<file path="src/tape_port_params.svh">
// Functional notes
// - rom read drives transceiver enable, rom select and memory-operation during cycle.
// - trailing edge of a command write sets the request flag, asserting REQUEST-.
// - first READY- after a request clears the request flag, releasing REQUEST-.
// - while DIRC- is asserted the tape bus transceiver points inward.
// - second READY- of a status command sets second-ready and the interrupt.
// - a status read clears second-ready, which withdraws the interrupt.
// - each status read holds REQUEST- asserted for 20 microseconds.
// - 23-bit dma word address loaded bytewise at 8ah, 8ch, 8eh; bit 0 zero.
// - in a read data command the second READY- sets second-ready.
// - drive gives ACK- with each byte, block answers TRANSFER-, drive drops ACK-.
// - drive acknowledge passes two flip-flops before use.
// - first byte to low register, second to high, then request dma write.
// - no TRANSFER- while a dma write request is pending.
// - a byte acknowledged during dma is recorded and answered after the write clears.
// - dma completion clears the memory write flags, releasing held transfers.
// - REQUEST- from a command write tells the drive a command byte stands on the tape bus; the status-read one-shot drives none.
`ifndef TAPE_PORT_PARAMS_SVH
`define TAPE_PORT_PARAMS_SVH
`define OFS_BOOT 8'h0a
`define OFS_CMD_STAT 8'h80
`define OFS_LINE_STAT 8'h84
`define OFS_ADDR_LO 8'h8a
`define OFS_ADDR_MID 8'h8c
`define OFS_ADDR_HI 8'h8e
`define BOOT_BIT 2
`define CMD_READ_STATUS 8'hc0
`define CMD_READ_DATA 8'h40
`define LS_END_CMD 0
`define LS_READ_OP 1
`define LS_DIRC 2
`define LS_WORD_REQ 3
`define CLK_PERIOD_NS 10
`define ONESHOT_NS 20000
`define ONESHOT_CYC ((`ONESHOT_NS + `CLK_PERIOD_NS - 1) / `CLK_PERIOD_NS)
`define RESET_BYTE 8'h00
`endif

</file>
<file path="src/tape_port_pkg.sv">
package tape_port_pkg;
    typedef enum logic [1:0] {
        PH_IDLE = 2'b00,
        PH_FIRST = 2'b01,
        PH_SECOND = 2'b11
    } ready_phase_e;
    typedef logic [22:0] word_addr_t;
endpackage
</file>
<file path="src/drive_lines_if.sv">
`timescale 1ns/1ps
interface drive_lines_if;
    logic ready;
    logic ready_fall;
    logic ack;
    logic ack_fall;
    logic ack_rise;
    logic dirc;
    logic [7:0] tbus;
    modport src (output ready, ready_fall, ack, ack_fall, ack_rise, dirc, tbus);
    modport dst (input ready, ready_fall, ack, ack_fall, ack_rise, dirc, tbus);
endinterface

</file>
<file path="src/drive_line_sync.sv">
`timescale 1ns/1ps
module drive_line_sync (
    input wire logic i_clk,
    input wire logic i_nrst,
    input wire logic i_ready_n,
    input wire logic i_ack_n,
    input wire logic i_dirc_n,
    input wire logic [7:0] i_tbus,
    drive_lines_if.src lines
);
    // stage 1 is read only by stage 2; edges look at stage 2 and its delayed copy
    logic [10:0] s1_q, s1_d, s2_q, s2_d;
    logic [1:0] prev_q, prev_d;

    always_comb begin
        s1_d = {i_tbus, ~i_dirc_n, ~i_ack_n, ~i_ready_n};
        s2_d = s1_q;
        prev_d = s2_q[1:0];
    end

    always_ff @(posedge i_clk or negedge i_nrst) begin
        if (!i_nrst) begin
            s1_q <= 11'h000;
            s2_q <= 11'h000;
            prev_q <= 2'h0;
        end else begin
            s1_q <= s1_d;
            s2_q <= s2_d;
            prev_q <= prev_d;
        end
    end

    assign lines.ready = s2_q[0];
    assign lines.ack = s2_q[1];
    assign lines.dirc = s2_q[2];
    assign lines.tbus = s2_q[10:3];
    assign lines.ready_fall = s2_q[0] & ~prev_q[0];
    assign lines.ack_fall = s2_q[1] & ~prev_q[1];
    assign lines.ack_rise = ~s2_q[1] & prev_q[1];

    ack_two_stage_a: assert property (@(posedge i_clk) disable iff (!i_nrst)
        lines.ack_fall |-> $past(~i_ack_n, 2))
        else $error("acknowledge used before two stages");
endmodule

</file>
<file path="src/tape_host_port.sv">
`timescale 1ns/1ps
`include "tape_port_params.svh"
module tape_host_port #(
    parameter int ONESHOT_CYCLES = `ONESHOT_CYC
) (
    input wire logic I_CLK,
    input wire logic I_NRST,
    input wire logic I_MODULE_IO_READ_STROBE_N,
    input wire logic I_IO_WRITE_STROBE_N,
    input wire logic I_ROM_ACCESS,
    input wire logic [7:0] I_IO_ADDR,
    input wire logic [7:0] I_IO_WDATA,
    output logic [7:0] O_IO_RDATA,
    output logic O_HOST_TRANSCEIVER_ENABLE_N,
    output logic O_ROM_SELECT_N,
    output logic O_MEMORY_OPERATION_SELECT_N,
    output logic O_BOOT_ENABLE,
    output logic O_INTERRUPT,
    output logic O_REQUEST_N,
    output logic O_TRANSFER_N,
    input wire logic I_READY_N,
    input wire logic I_ACK_N,
    input wire logic I_DIRC_N,
    input wire logic [7:0] I_TBUS,
    output logic [7:0] O_TBUS,
    output logic O_TBUS_OE,
    output logic O_BUFFERED_BUS_DIRECTION_N,
    output logic O_LOCAL_DMA_REQUEST,
    input wire logic I_LOCAL_DMA_GRANT_N,
    input wire logic I_DMA_DONE,
    output logic [23:0] O_DMA_ADDR,
    output logic [15:0] O_DMA_DATA
);
    drive_lines_if lines ();

    drive_line_sync u_sync (
        .i_clk(I_CLK),
        .i_nrst(I_NRST),
        .i_ready_n(I_READY_N),
        .i_ack_n(I_ACK_N),
        .i_dirc_n(I_DIRC_N),
        .i_tbus(I_TBUS),
        .lines(lines)
    );

    // cpu strobes share this clock; actions happen at the trailing edge
    logic rd_n_q, wr_n_q, grant_n_q, rom_q;
    logic [7:0] addr_q, wdata_q;
    logic wr_end, rd_end, cmd_wr, stat_rd, grant_end;

    always_comb begin
        wr_end = ~wr_n_q & I_IO_WRITE_STROBE_N;
        rd_end = ~rd_n_q & I_MODULE_IO_READ_STROBE_N;
        cmd_wr = wr_end & (addr_q == `OFS_CMD_STAT);
        // rom window is latched with the address: the live pin is gone at the trailing edge
        stat_rd = rd_end & (addr_q == `OFS_CMD_STAT) & ~rom_q;
        grant_end = ~grant_n_q & I_LOCAL_DMA_GRANT_N;
    end

    always_ff @(posedge I_CLK or negedge I_NRST) begin
        if (!I_NRST) begin
            rd_n_q <= 1'b1;
            wr_n_q <= 1'b1;
            grant_n_q <= 1'b1;
            rom_q <= 1'b0;
            addr_q <= `RESET_BYTE;
            wdata_q <= `RESET_BYTE;
        end else begin
            rd_n_q <= I_MODULE_IO_READ_STROBE_N;
            wr_n_q <= I_IO_WRITE_STROBE_N;
            grant_n_q <= I_LOCAL_DMA_GRANT_N;
            if (!I_MODULE_IO_READ_STROBE_N || !I_IO_WRITE_STROBE_N) begin
                addr_q <= I_IO_ADDR;
                rom_q <= I_ROM_ACCESS;
                wdata_q <= I_IO_WDATA;
            end
        end
    end

    tape_port_pkg::ready_phase_e phase_q, phase_d;
    logic cmd_req_q, cmd_req_d, sec_ready_q, sec_ready_d;
    logic read_op_q, read_op_d, boot_q, boot_d;
    logic [7:0] cmd_byte_q, cmd_byte_d;
    logic [11:0] shot_q, shot_d;
    logic hi_q, hi_d, word_req_q, word_req_d;
    logic mem_wr_q, mem_wr_d, sync_mem_wr_q, sync_mem_wr_d;
    logic pend_q, pend_d, xfer_q, xfer_d;
    logic [7:0] lo_q, lo_d, hib_q, hib_d, rdata_d;
    tape_port_pkg::word_addr_t waddr_q, waddr_d;
    logic xcvr_n_d, rom_n_d, memory_operation_select_n_d, take;

    always_comb begin
        phase_d = phase_q;
        cmd_req_d = cmd_req_q;
        sec_ready_d = sec_ready_q;
        read_op_d = read_op_q;
        boot_d = boot_q;
        cmd_byte_d = cmd_byte_q;
        shot_d = (shot_q != 12'h000) ? shot_q - 12'h001 : 12'h000;
        hi_d = hi_q;
        word_req_d = word_req_q;
        mem_wr_d = mem_wr_q;
        sync_mem_wr_d = mem_wr_q & ~I_DMA_DONE;
        pend_d = pend_q;
        xfer_d = xfer_q;
        lo_d = lo_q;
        hib_d = hib_q;
        waddr_d = waddr_q;
        take = 1'b0;
        if (wr_end && addr_q == `OFS_BOOT) begin
            boot_d = wdata_q[`BOOT_BIT];
        end
        if (wr_end && addr_q == `OFS_ADDR_LO) begin
            waddr_d[7:0] = wdata_q;
        end
        if (wr_end && addr_q == `OFS_ADDR_MID) begin
            waddr_d[15:8] = wdata_q;
        end
        if (wr_end && addr_q == `OFS_ADDR_HI) begin
            waddr_d[22:16] = wdata_q[6:0];
        end
        if (grant_end) begin
            waddr_d = waddr_q + 23'h000001;
        end
        // ready sequencing: first ready drops the request, second says data is there
        unique case (phase_q)
            tape_port_pkg::PH_IDLE: begin
            end
            tape_port_pkg::PH_FIRST: begin
                if (lines.ready_fall) begin
                    cmd_req_d = 1'b0;
                    phase_d = tape_port_pkg::PH_SECOND;
                end
            end
            tape_port_pkg::PH_SECOND: begin
                if (lines.ready_fall) begin
                    phase_d = tape_port_pkg::PH_IDLE;
                end
            end
            default: phase_d = tape_port_pkg::PH_IDLE;
        endcase
        if (stat_rd) begin
            sec_ready_d = 1'b0;
            shot_d = ONESHOT_CYCLES[11:0];
        end
        if (phase_q == tape_port_pkg::PH_SECOND && lines.ready_fall) begin
            sec_ready_d = 1'b1;
        end
        if (cmd_wr) begin
            cmd_req_d = 1'b1;
            cmd_byte_d = wdata_q;
            phase_d = tape_port_pkg::PH_FIRST;
            read_op_d = (wdata_q == `CMD_READ_DATA);
            hi_d = 1'b0;
            pend_d = 1'b0;
        end
        // read byte path
        if (lines.ack_rise) begin
            xfer_d = 1'b0;
        end
        if (read_op_q && lines.ack_fall) begin
            if (mem_wr_q || word_req_q) begin
                pend_d = 1'b1;
            end else begin
                take = 1'b1;
            end
        end
        if (pend_q && !mem_wr_q && !word_req_q) begin
            take = 1'b1;
            pend_d = 1'b0;
        end
        // completion is applied first so that a new word raised in the same cycle wins
        if (I_DMA_DONE) begin
            mem_wr_d = 1'b0;
            word_req_d = 1'b0;
            sync_mem_wr_d = 1'b0;
        end
        if (take) begin
            xfer_d = 1'b1;
            hi_d = ~hi_q;
            if (!hi_q) begin
                lo_d = lines.tbus;
            end else begin
                hib_d = lines.tbus;
                word_req_d = 1'b1;
                mem_wr_d = 1'b1;
            end
        end
        xcvr_n_d = I_MODULE_IO_READ_STROBE_N & I_IO_WRITE_STROBE_N;
        rom_n_d = ~(~I_MODULE_IO_READ_STROBE_N & I_ROM_ACCESS);
        memory_operation_select_n_d = rom_n_d;
        rdata_d = `RESET_BYTE;
        if (!I_MODULE_IO_READ_STROBE_N && !I_ROM_ACCESS) begin
            if (I_IO_ADDR == `OFS_CMD_STAT) begin
                rdata_d = lines.tbus;
            end else if (I_IO_ADDR == `OFS_LINE_STAT) begin
                rdata_d[`LS_END_CMD] = sec_ready_q;
                rdata_d[`LS_READ_OP] = read_op_q;
                rdata_d[`LS_DIRC] = lines.dirc;
                rdata_d[`LS_WORD_REQ] = word_req_q;
            end
        end
    end

    always_ff @(posedge I_CLK or negedge I_NRST) begin
        if (!I_NRST) begin
            phase_q <= tape_port_pkg::PH_IDLE;
            cmd_req_q <= 1'b0;
            sec_ready_q <= 1'b0;
            read_op_q <= 1'b0;
            boot_q <= 1'b0;
            cmd_byte_q <= `RESET_BYTE;
            shot_q <= 12'h000;
            hi_q <= 1'b0;
            word_req_q <= 1'b0;
            mem_wr_q <= 1'b0;
            sync_mem_wr_q <= 1'b0;
            pend_q <= 1'b0;
            xfer_q <= 1'b0;
            lo_q <= `RESET_BYTE;
            hib_q <= `RESET_BYTE;
            waddr_q <= 23'h000000;
            O_IO_RDATA <= `RESET_BYTE;
            O_HOST_TRANSCEIVER_ENABLE_N <= 1'b1;
            O_ROM_SELECT_N <= 1'b1;
            O_MEMORY_OPERATION_SELECT_N <= 1'b1;
            O_REQUEST_N <= 1'b1;
            O_TRANSFER_N <= 1'b1;
            O_TBUS_OE <= 1'b0;
            O_BUFFERED_BUS_DIRECTION_N <= 1'b1;
        end else begin
            phase_q <= phase_d;
            cmd_req_q <= cmd_req_d;
            sec_ready_q <= sec_ready_d;
            read_op_q <= read_op_d;
            boot_q <= boot_d;
            cmd_byte_q <= cmd_byte_d;
            shot_q <= shot_d;
            hi_q <= hi_d;
            word_req_q <= word_req_d;
            mem_wr_q <= mem_wr_d;
            sync_mem_wr_q <= sync_mem_wr_d;
            pend_q <= pend_d;
            xfer_q <= xfer_d;
            lo_q <= lo_d;
            hib_q <= hib_d;
            waddr_q <= waddr_d;
            O_IO_RDATA <= rdata_d;
            O_HOST_TRANSCEIVER_ENABLE_N <= xcvr_n_d;
            O_ROM_SELECT_N <= rom_n_d;
            O_MEMORY_OPERATION_SELECT_N <= memory_operation_select_n_d;
            O_REQUEST_N <= ~(cmd_req_d | (shot_d != 12'h000));
            O_TRANSFER_N <= ~xfer_d;
            // command byte drives the tape bus only while the request stands
            O_TBUS_OE <= cmd_req_d & ~lines.dirc;
            O_BUFFERED_BUS_DIRECTION_N <= ~lines.dirc;
        end
    end

    // flops whose value is the output itself; the dma address adds a constant zero bit 0
    assign O_BOOT_ENABLE = boot_q;
    assign O_INTERRUPT = sec_ready_q;
    assign O_TBUS = cmd_byte_q;
    assign O_LOCAL_DMA_REQUEST = sync_mem_wr_q;
    assign O_DMA_ADDR = {waddr_q, 1'b0};
    assign O_DMA_DATA = {hib_q, lo_q};

    req_on_cmd_a: assert property (@(posedge I_CLK) disable iff (!I_NRST)
        cmd_wr |=> !O_REQUEST_N && cmd_req_q)
        else $error("command write did not raise request");
    req_drop_a: assert property (@(posedge I_CLK) disable iff (!I_NRST)
        (phase_q == tape_port_pkg::PH_FIRST && lines.ready_fall && !cmd_wr) |=> !cmd_req_q)
        else $error("first ready did not clear request");
    second_irq_a: assert property (@(posedge I_CLK) disable iff (!I_NRST)
        (phase_q == tape_port_pkg::PH_SECOND && lines.ready_fall) |=> O_INTERRUPT)
        else $error("second ready gave no interrupt");
    stat_clear_a: assert property (@(posedge I_CLK) disable iff (!I_NRST)
        (stat_rd && !(phase_q == tape_port_pkg::PH_SECOND && lines.ready_fall)) |=> !O_INTERRUPT)
        else $error("status read left interrupt standing");
    oneshot_hold_a: assert property (@(posedge I_CLK) disable iff (!I_NRST)
        stat_rd |=> (shot_q == ONESHOT_CYCLES[11:0]) ##1 !O_REQUEST_N [*8])
        else $error("one-shot did not hold request");
    rom_sel_a: assert property (@(posedge I_CLK) disable iff (!I_NRST)
        (!I_MODULE_IO_READ_STROBE_N && I_ROM_ACCESS) |=>
        !O_ROM_SELECT_N && !O_MEMORY_OPERATION_SELECT_N && !O_HOST_TRANSCEIVER_ENABLE_N)
        else $error("rom read not enabled");
    dirc_turn_a: assert property (@(posedge I_CLK) disable iff (!I_NRST)
        lines.dirc |=> !O_BUFFERED_BUS_DIRECTION_N && !O_TBUS_OE)
        else $error("transceiver not turned inward");
    xfer_withheld_a: assert property (@(posedge I_CLK) disable iff (!I_NRST)
        $fell(O_TRANSFER_N) |-> !$past(word_req_q))
        else $error("transfer given during pending dma");
    dma_req_a: assert property (@(posedge I_CLK) disable iff (!I_NRST)
        ($rose(mem_wr_q) && !I_DMA_DONE) |=> O_LOCAL_DMA_REQUEST)
        else $error("word did not raise dma request");
    done_clear_a: assert property (@(posedge I_CLK) disable iff (!I_NRST)
        (I_DMA_DONE && !take) |=> !mem_wr_q && !O_LOCAL_DMA_REQUEST)
        else $error("dma completion left write flags");
    addr_load_a: assert property (@(posedge I_CLK) disable iff (!I_NRST)
        (wr_end && addr_q == `OFS_ADDR_LO && !grant_end) |=> waddr_q[7:0] == $past(wdata_q))
        else $error("address low byte not loaded");

    status_cycle_c: cover property (@(posedge I_CLK) disable iff (!I_NRST)
        O_INTERRUPT ##[1:1000] stat_rd);
    word_done_c: cover property (@(posedge I_CLK) disable iff (!I_NRST)
        $rose(O_LOCAL_DMA_REQUEST) ##[1:1000] I_DMA_DONE);
    third_byte_c: cover property (@(posedge I_CLK) disable iff (!I_NRST)
        pend_q ##[1:1000] $fell(O_TRANSFER_N));
endmodule

</file>
<file path="config.mk">
export PLATFORM = sky130hd
export DESIGN_NAME = tape_host_port
export DESIGN_NICKNAME = d
export VERILOG_FILES = /design/src/tape_port_pkg.sv /design/src/drive_lines_if.sv /design/src/drive_line_sync.sv /design/src/tape_host_port.sv
export VERILOG_INCLUDE_DIRS = /design/src
export SDC_FILE = /design/constraint.sdc
export NUM_CORES = 1
export LEC_CHECK = 0
export BUFFER_PORTS_ARGS = -buffer_cell sky130_fd_sc_hd__buf_2
export CELL_PAD_IN_SITES_DETAIL_PLACEMENT = 0
export CELL_PAD_IN_SITES_GLOBAL_PLACEMENT = 2
export CORE_ASPECT_RATIO = 1.75
export CORE_MARGIN = 4
export CORE_UTILIZATION = 39
export DETAILED_ROUTE_END_ITERATION = 6
export HOLD_SLACK_MARGIN = 0.03
export PLACE_DENSITY_LB_ADDON = 0.25
export SETUP_SLACK_MARGIN = 0.05
export SYNTH_ARGS = -nofsm -noshare
export SYNTH_HDL_FRONTEND = slang
export SYNTH_HIERARCHICAL = 1
export SYNTH_SLANG_ARGS = --single-unit
</file>
<file path="constraint.sdc">
create_clock -name I_CLK -period 2.62 [get_ports I_CLK]
set_input_delay 0.524 -clock I_CLK [delete_from_list [all_inputs] [get_ports I_CLK]]
set_output_delay 0.524 -clock I_CLK [all_outputs]
set_load 0.005 [all_outputs]
</file>
==> run_results.csv, run 1 <==
group,metric,value,unit
yosys,yosysTopAreaCell,"dfrtp_1",
pwr,powerDensity,859,nW/µm²
yosys,yosysSeqAreaShare,60.8,%
sta,fmax,0.469,GHz
sta,finalCritPeriodShare,81.4,%
route,wl_per_cell,18.7,µm
route,drc,0,
yosys,async_reset_ff_share,100,%
outcome,status,"finished, final reports clean",
layout,drive_above_1_share,35.0,%
layout,areaGrowthSynthToFinish,24.8,%
critical_path,startpoint_type,"register",
placement,io_buffers,98,
layout,stdcell_area,6650,µm²
global_routing,grt_pass1_wl,22600,µm
global_routing,grt_pass1_vias,4184,
clock_tree,clkSinkCount,129,
pwr,p_leak,3.15,nW
global_routing,overflow,0,
critical_path,reg2reg_depth,7,
route,routed_wl,14000,µm
yosys,postSynthAreaPerCell,11.9,µm²
clock_tree,cts-root-buf,"clkbuf_16",
route,route.vias.total,3922,
clock_tree,tritoncts,"built",
yosys,yosysTopAreaCellShare,56.8,%
critical_path,crit_required,2920,ps
global_routing,grt_max_degree,49,
clock_tree,ctsHoldBuffers,0,
floorplan,start_util,39.8,%
critical_path,regToRegEndpoint,"O_REQUEST_N$_DFF_PN1_",
hold_path,hp-class,"input pin to asynchronous set/reset pin",
floorplan,num_io_pins,100,
route,dr.pass1.iters,4,
placement,hpwl,10500,µm
sta,maxSlewHeadroom,46.9,%
sta,fin_worst_hold_slack,54.0,ps
critical_path,end_kind,"register",
route,drt_iter0_drc,199,
clock_tree,h-tree-depth,4,
sta,fin_setup_tns,0,ps
sta,min_period,2130,ps
yosys,synth_ff_type,"dfrtp_1",
floorplan,dieArea,15700,µm²
yosys,ys_ff_latch,129,
yosys,synth_edf_count,0,
job,cap_violations,0,
sta,final-max-slew-violation-count,0,
clock_tree,cts_buffer_depth,2,
pwr,ir_drop,0.000640,V
sta,finalClockSkew,7.63,ps
yosys,ys_types,57,
clock_tree,numCtsBuffers,17,
yosys,yosys_warnings,6,
critical_path,r2r_slack,490,ps
layout,final_cell_mix,"dfrtp_1 (121), buf_2 (97), mux2_2 (40)",
layout,nets,598,
clock_tree,clkTransAtPathRegs,70,ps
floorplan,num_rows,56,
layout,final_core_util,49.7,%
yosys,synthTopCellsByArea,"dfrtp_1 (57%), mux2_2 (8.5%), dfstp_2 (3.9%), nor2_1 (2.5%), nand2_1 (2.3%)",
critical_path,cp_max_fo,6,
global_routing,antenna_found_initial,1,
clock_tree,post-cts-setup-buffers,0,
sta,tightestPinTransition,795,ps
critical_path,reg2reg_from,"shot_q[0]$_DFF_PN0_",
layout,layout_commonest_cell,"dfrtp_1",
critical_path,crit_path_end,"O_REQUEST_N$_DFF_PN1_",
clock_tree,cts_resized,0,
sta,finalHoldViolCount,0,
critical_path,arrival,2430,ps
sta,rsz0062_at_grt,"no",
floorplan,core,13400,µm²
route,ant_nets,0,
clock_tree,insertion_delay,420,ps
critical_path,path_class,"register to register",
yosys,synthCells,448,
floorplan,die_width,96.4,µm
route,vias_per_cell,5.24,
placement,gp_congestion,0.884,
placement,place_area,6060,µm²
sta,finalSetupViolCount,0,
yosys,netlist_area,5330,µm²
global_routing,groute.usage.overall,19.3,%
critical_path,critPathLaunch,"shot_q[0]$_DFF_PN0_",
floorplan,die_h,163,µm
yosys,synth_nets,485,
logic make-up after synthesis:
| logic type | share of synthesized area, % |
|---|---|
| adders and majority gates | 0.705 |
| buffers and inverters | 2.28 |
| and+or+nand+nor | 16.9 |
| DFF | 60.8 |
| other | 0.0704 |
| muxes | 8.83 |
| AOI/OAI and AO/OA | 9.61 |
| xor gates and xnor gates | 0.822 |
worst min path at each step:
stage	from	to	cells past startpoint
after floorplan	I_NRST	O_BOOT_ENABLE$_DFFE_PN0P_	0
after global placement	u_sync/s1_q[1]$_DFF_PN0_	u_sync/s2_q[1]$_DFF_PN0_	0
after detailed placement	u_sync/s1_q[0]$_DFF_PN0_	u_sync/s2_q[0]$_DFF_PN0_	0
after CTS	I_NRST	hib_q[7]$_DFFE_PN0P_	1
after global routing	I_NRST	hib_q[7]$_DFFE_PN0P_	1
final	I_NRST	hib_q[7]$_DFFE_PN0P_	1
metal layers:
layer	vias to the layer above	global-route usage, %	part of all wire, %	wire, µm
met5	-	0	0	0
met4	0	8.24	2.7	378
met3	25	4.07	3.8	526
met2	116	35.0	58	8060
met1	1927	21.2	36	5020
li1	1854	-	-	-
per-stage QoR:
stage                     setup slack (ps)  power, mW  cells
after floorplan                        816       3.00    448
after global placement                 472       3.40    716
after detailed placement               424       3.41    716
after CTS                              466       5.78    748
after global routing                   309       6.01    749
final                                  487       5.71    749
critical path, cell delays in order, from the launching register on:
cell and delay (ps):
dfrtp_1 430, inv_1 110, ha_1 180, nor3b_2 370, a21boi_0 160, o21ai_1 230
o2111ai_1 140, nor4b_1 390
final cells by class:
cell class | count | area (µm²)
diodes | 1 | 2.50
clock buffers | 17 | 425
clock inverters | 15 | 159
fillers | 1254 | 6740
inverters | 17 | 63.8
multi-input cells | 289 | 1970
flip-flops and latches | 129 | 3240
well taps | 174 | 218
repair buffers | 107 | 573
report_power, final:
group          internal (mW)  switching (mW)
combinational          0.375           0.452
sequential              2.23           0.316
clock                   1.35           0.986
flip-flops by register name (all words and copies together) (netlist names), 8 cells and up:
signal and count:
wdata_q 8, O_IO_RDATA 8, u_sync/s2_q 11, lo_q 8
hib_q 8, waddr_q 23, shot_q 12, addr_q 8
O_TBUS 8, u_sync/s1_q 11
cells in the mapped netlist, types with 4 or more instances:
cell type  count
nand3_1       18
nor2b_1        5
o21ai_0       16
o22ai_1        4
nor4_1         5
nand2_1       33
and4_1         7
nor3_1        13
dfrtp_1      121
and3_1         6
a22oi_1        5
o221a_2        4
nor2_1        36
a211oi_1       7
mux2_2        40
dfstp_2        8
clkbuf_1      10
and2_1         7
nand4_1        8
inv_1         17
a21oi_1       17
Note: power is estimated with default switching activity, not from simulation.
==> inputs of run 2 (changes only) <==
--- a/config.mk
+++ b/config.mk
@@ -11,7 +11,7 @@
 export CELL_PAD_IN_SITES_GLOBAL_PLACEMENT = 2
 export CORE_ASPECT_RATIO = 1.75
 export CORE_MARGIN = 4
-export CORE_UTILIZATION = 39
+export CORE_UTILIZATION = 36
 export DETAILED_ROUTE_END_ITERATION = 6
 export HOLD_SLACK_MARGIN = 0.03
 export PLACE_DENSITY_LB_ADDON = 0.25
==> constraint.sdc (replaced) <==
create_clock -name I_CLK -period 2.02 [get_ports I_CLK]
set_input_delay 0.404 -clock I_CLK [delete_from_list [all_inputs] [get_ports I_CLK]]
set_output_delay 0.404 -clock I_CLK [all_outputs]
set_load 0.005 [all_outputs]
==> run 2 against run 1 <==
Against the previous run:
- clock-buffer cell count did not move
- first-iteration DRC count fell by 24%
- global-route usage fell by 1.6 points
- combinational power rose by 52%
- sequential power rose by 28%
- fmax rose by 10%
- clock power rose by 30%
- non-clock buffer count rose by 30
- critical endpoint is now waddr_q[10]$_DFFE_PN0P_
==> run_results.csv, run 2 (synthesis results as in run 1) <==
group,metric,value,unit
sta,min_period,1930,ps
placement,dpl.cell_count,750,
clock_tree,clkTransAtPathRegs,70,ps
layout,final_cell_mix,"dfrtp_1 (120), buf_2 (97), mux2_2 (40)",
route,dr.pass1.iters,4,
global_routing,grt_pass1_vias,4332,
critical_path,crit_required,2320,ps
layout,antenna_cells,0,
route,route.vias.total,4015,
sta,finalClockSkew,9.91,ps
layout,largest_register_ffs,23,
critical_path,arrival,2240,ps
pwr,powerDensity,1090,nW/µm²
layout,areaGrowthSynthToFinish,30.3,%
route,wl_per_cell,18.0,µm
critical_path,critPathSlowestCell,"or4_4",
floorplan,die_width,100,µm
layout,layout_commonest_cell,"dfrtp_1",
layout,drive_above_1_share,39.6,%
global_routing,grt_max_degree,42,
sta,finalSetupViolCount,0,
floorplan,die_h,169,µm
clock_tree,cts_buffer_depth,2,
sta,final-max-slew-violation-count,0,
route,vias_per_cell,5.12,
sta,finalCritPeriodShare,95.7,%
clock_tree,numCtsBuffers,17,
outcome,status,"finished, final reports clean",
job,cap_violations,0,
placement,io_buffers,98,
critical_path,end_kind,"register",
layout,stdcell_count,784,
sta,fmax,0.518,GHz
layout,nets,628,
critical_path,crit_family,"simple AND/OR/NAND/NOR gates",
pwr,p_leak,3.31,nW
critical_path,cp_max_fo,8,
layout,multi_input_area,2010,µm²
floorplan,num_io_pins,100,
clock_tree,insertion_delay,410,ps
sta,fin_setup_tns,0,ps
global_routing,antenna_found_initial,0,
layout,top_register,"waddr_q",
layout,top_regs,"waddr_q: 23 flops, shot_q: 12 flops",
pwr,ir_drop,0.000571,V
critical_path,worst_path_largest_cell_delay,630,ps
floorplan,start_util,36.9,%
route,drt_iter0_drc,151,
clock_tree,cts-root-buf,"clkbuf_16",
floorplan,core,14400,µm²
floorplan,num_rows,58,
layout,stdcell_area,6940,µm²
global_routing,grt_pass1_wl,23000,µm
critical_path,path_cells,"nor4_4 -> nand2_1 -> or4_4 -> o22a_1",
placement,place_area,6290,µm²
floorplan,dieArea,16900,µm²
clock_tree,clkSinkCount,129,
layout,fillers,1359,
global_routing,groute.usage.overall,17.7,%
route,routed_wl,14100,µm
placement,gp_congestion,0.853,
critical_path,startpoint_type,"register",
clock_tree,tritoncts,"built",
route,drc,0,
clock_tree,h-tree-depth,4,
sta,rsz0062_at_grt,"yes",
global_routing,overflow,0,
critical_path,path_class,"register to register",
sta,finalHoldViolCount,0,
route,ant_nets,0,
critical_path,crit_buf_inv,0,
layout,register_area,3240,µm²
placement,hpwl,10800,µm
hold_path,hp-class,"input pin to register",
-- run 2: per-layer routing --
metal  GRT usage [%]  vias to the layer above  routed length [µm]
li1                -                     1907                   -
met1            18.8                     2010                5240
met2            33.4                       82                8130
met3            4.21                       16                 494
met4            6.00                        0                 247
met5               0                        -                   0
-- run 2: timing repair --
action	in CTS	in global routing
setup buffers	0	1
setup endpoints to repair	8	11
endpoints found under the hold margin	26	0
hold buffers	1	0
resized for setup	1	10
pin swaps	0	5
-- run 2: final cells by class --
class                      count  share of cell area, %
clock buffer                  17                   6.13
clock inverter                15                   2.40
inverter                      17                  0.919
multi-input combinational    289                   28.9
sequential                   129                   46.7
tap                          180                   3.24
timing repair buffer         137                   11.7
-- run 2: worst reg2reg max path, cell delays in order (launching register included) --
cell and delay, ps:
dfrtp_1 420, nor4_4 420, nand2_1 130, or4_4 630, o22a_1 230
-- run 2: worst paths after layout --
check                                         start                  endpoint  slack (ps)  depth (start not counted)
max                           addr_q[4]$_DFFE_PN0N_   waddr_q[10]$_DFFE_PN0P_          90                          4
min                                       I_TBUS[5]  u_sync/s1_q[8]$_DFF_PN0_          90                          1
max reg2reg                   addr_q[4]$_DFFE_PN0N_   waddr_q[10]$_DFFE_PN0P_          90                          4
min reg2reg                u_sync/s1_q[7]$_DFF_PN0_  u_sync/s2_q[7]$_DFF_PN0_         340                          0
max in group asynchronous                    I_NRST       grant_n_q$_DFF_PN1_         900                          3
min in group asynchronous                    I_NRST       lo_q[5]$_DFFE_PN0P_         480                          2
-- run 2: power by group --
part | switching (mW) | leakage (nW) | internal (mW)
combinational | 0.671 | 1.47 | 0.585
clock | 1.29 | 0.282 | 1.76
sequential | 0.363 | 1.56 | 2.89
-- run 2: metrics by stage --
step | worst slack, ps | utilization, % | hold slack [ps] | power, mW
after global routing | -8.16 | 48.1 | 70.1 | 7.99
after CTS | 61.3 | 47.8 | 74.1 | 7.65
after detailed placement | -9.73 | 43.6 | 335 | 4.54
after floorplan | 216 | - | 108 | 3.89
after global placement | 28.9 | 43.6 | 333 | 4.52
final | 87.6 | 48.1 | 94.7 | 7.56
==> inputs of run 3 (changes only) <==
--- a/config.mk
+++ b/config.mk
@@ -8,10 +8,10 @@
 export LEC_CHECK = 0
 export BUFFER_PORTS_ARGS = -buffer_cell sky130_fd_sc_hd__buf_2
 export CELL_PAD_IN_SITES_DETAIL_PLACEMENT = 0
-export CELL_PAD_IN_SITES_GLOBAL_PLACEMENT = 2
+export CELL_PAD_IN_SITES_GLOBAL_PLACEMENT = 1
 export CORE_ASPECT_RATIO = 1.75
 export CORE_MARGIN = 4
-export CORE_UTILIZATION = 36
+export CORE_UTILIZATION = 44
 export DETAILED_ROUTE_END_ITERATION = 6
 export HOLD_SLACK_MARGIN = 0.03
 export PLACE_DENSITY_LB_ADDON = 0.25
==> run 3 against run 2 <==
Against the previous run:
- clock-buffer cell count unchanged
- utilization grew 10 points
- register-to-register slack worse by 20 ps
- global-route usage grew 2.7 points
- clock power grew 4%
- flip-flop and latch count stayed put
- via count decreased by 0.52%
- sequential share of layout area up 0.66 points
- critical endpoint is now waddr_q[22]$_DFFE_PN0P_
==> run_results.csv, run 3 (synthesis results as in run 1) <==
group,metric,value,unit
clock_tree,numCtsBuffers,17,
critical_path,path_cells,"nor4_4 -> nand3_1 -> or3_1 -> o211ai_1 -> o311ai_1",
route,routed_wl,13400,µm
sta,maxSlewHeadroom,61.3,%
route,drt_iter0_drc,149,
placement,hpwl,10000,µm
layout,largest_register_ffs,23,
clock_tree,tritoncts,"built",
floorplan,die_h,154,µm
layout,drive_above_1_share,38.7,%
critical_path,reg2reg_from,"addr_q[0]$_DFFE_PN0N_",
sta,rsz0062_at_grt,"yes",
global_routing,overflow,0,
global_routing,grt_pass1_vias,4279,
clock_tree,clkTransAtPathRegs,60,ps
floorplan,num_io_pins,100,
sta,finalHoldViolCount,0,
hold_path,hold_path_startpoint,"I_TBUS[3]",
floorplan,die_width,91.2,µm
floorplan,core,11700,µm²
placement,place_area,6150,µm²
global_routing,grt_max_degree,46,
pwr,p_total,7.64,mW
critical_path,r2r_slack,70,ps
critical_path,crit_family,"simple AND/OR/NAND/NOR gates",
sta,finalSetupViolCount,0,
critical_path,critPathSlowestCell,"or3_1",
route,wl_met1,4870,µm
route,route.vias.total,3994,
layout,final_cell_mix,"dfrtp_1 (120), buf_2 (97), mux2_2 (40)",
critical_path,end_kind,"register",
route,met2_length,7570,µm
critical_path,arrival,2220,ps
critical_path,crit_required,2290,ps
critical_path,regToRegEndpoint,"waddr_q[22]$_DFFE_PN0P_",
route,routed.top_layer,"met4",
critical_path,worst_path_largest_cell_delay,540,ps
sta,finalCritPeriodShare,96.5,%
sta,final-max-slew-violation-count,0,
global_routing,groute.usage.overall,20.4,%
pwr,ir_drop,0.000615,V
clock_tree,cts-root-buf,"clkbuf_16",
clock_tree,clkSinkCount,129,
layout,top_regs,"waddr_q: 23 flops, shot_q: 12 flops",
route,drc,0,
floorplan,start_util,45.5,%
floorplan,dieArea,14000,µm²
clock_tree,insertion_delay,410,ps
outcome,status,"finished, final reports clean",
route,dr.pass1.iters,5,
clock_tree,post-cts-setup-buffers,0,
hold_path,hp-class,"input pin to register",
sta,fmax,0.513,GHz
critical_path,reg2reg_depth,5,
pwr,p_leak,3.27,nW
sta,tightestPinTransition,575,ps
critical_path,startpoint_type,"register",
sta,fin_setup_tns,0,ps
layout,nets,613,
route,ant_nets,0,
hold_path,hold_depth,1,
sta,finalClockSkew,10.8,ps
clock_tree,cts_buffer_depth,2,
job,cap_violations,0,
clock_tree,h-tree-depth,4,
layout,layout_commonest_cell,"dfrtp_1",
global_routing,antenna_found_initial,1,
global_routing,grt_pass1_wl,22000,µm
critical_path,cp_max_fo,7,
placement,io_buffers,98,
hold_path,hold_path_end,"u_sync/s1_q[6]$_DFF_PN0_",
placement,gp_congestion,0.911,
critical_path,crit_buf_inv,0,
route,routed-wl-met3,540,µm
critical_path,path_class,"register to register",
sta,min_period,1950,ps
layout,stdcell_area,6850,µm²
floorplan,num_rows,52,
layout,areaGrowthSynthToFinish,28.5,%
layout,top_register,"waddr_q",
route,vias_per_cell,5.51,
pwr,powerDensity,1120,nW/µm²
route,wl_per_cell,18.4,µm
-- run 3: cell count changes in the layout (fill, tap and decap cells not counted), sizes merged --
cell,before,now
buf,136,121
bufinv,1,3
clkinv,1,3
clkinvlp,3,1
diode,0,1
inv,27,25
-- run 3: final cells by class --
| class | instances | area (µm²) |
|---|---|---|
| diodes | 1 | 2.50 |
| fillers | 999 | 4870 |
| flip-flops and latches | 129 | 3240 |
| clock buffers | 17 | 425 |
| clock inverters | 15 | 194 |
| well taps | 135 | 169 |
| inverters | 17 | 63.8 |
| repair buffers | 122 | 726 |
| multi-input cells | 289 | 2030 |
-- run 3: per-stage QoR --
stage / worst slack, ps / cells / util, % / hold slack (ps)
2_1_floorplan: 216 / 448 / - / 108
4_1_cts: 50.4 / 724 / 58.0 / 81.1
3_5_place_dp: 12.1 / 691 / 52.6 / 328
6_report: 71.5 / 725 / 58.5 / 101
5_1_grt: -42.1 / 725 / 58.5 / 76.0
3_3_place_gp: 30.3 / 691 / 52.6 / 323
-- run 3: where the power goes --
group / internal [mW] / switching [mW]
Sequential: 2.89 / 0.402
Clock: 1.98 / 1.20
Combinational: 0.538 / 0.625
-- run 3: repair_timing --
action | in CTS | in global routing
gates resized for setup | 2 | 13
pin swaps | 0 | 3
hold buffers | 1 | 0
hold endpoints to repair | 20 | 0
endpoints found under the setup margin | 9 | 11
-- run 3: worst max path at each step --
stage | cells after the start | slack, ps | start | to
floorplan | 5 | 220 | shot_q[2]$_DFF_PN0_ | O_REQUEST_N$_DFF_PN1_
CTS | 7 | 50 | shot_q[0]$_DFF_PN0_ | O_REQUEST_N$_DFF_PN1_
finish | 5 | 70 | addr_q[0]$_DFFE_PN0N_ | waddr_q[22]$_DFFE_PN0P_
global route | 4 | -40 | addr_q[0]$_DFFE_PN0N_ | O_BOOT_ENABLE$_DFFE_PN0P_
global placement | 4 | 30 | addr_q[0]$_DFFE_PN0N_ | waddr_q[14]$_DFFE_PN0P_
detailed placement | 4 | 10 | addr_q[0]$_DFFE_PN0N_ | waddr_q[10]$_DFFE_PN0P_
-- run 3: metal layers --
layer	GRT usage [%]	up-vias
li1	-	1880
met1	21.8	1968
met2	37.3	125
met3	4.65	21
met4	9.78	0
met5	0	-
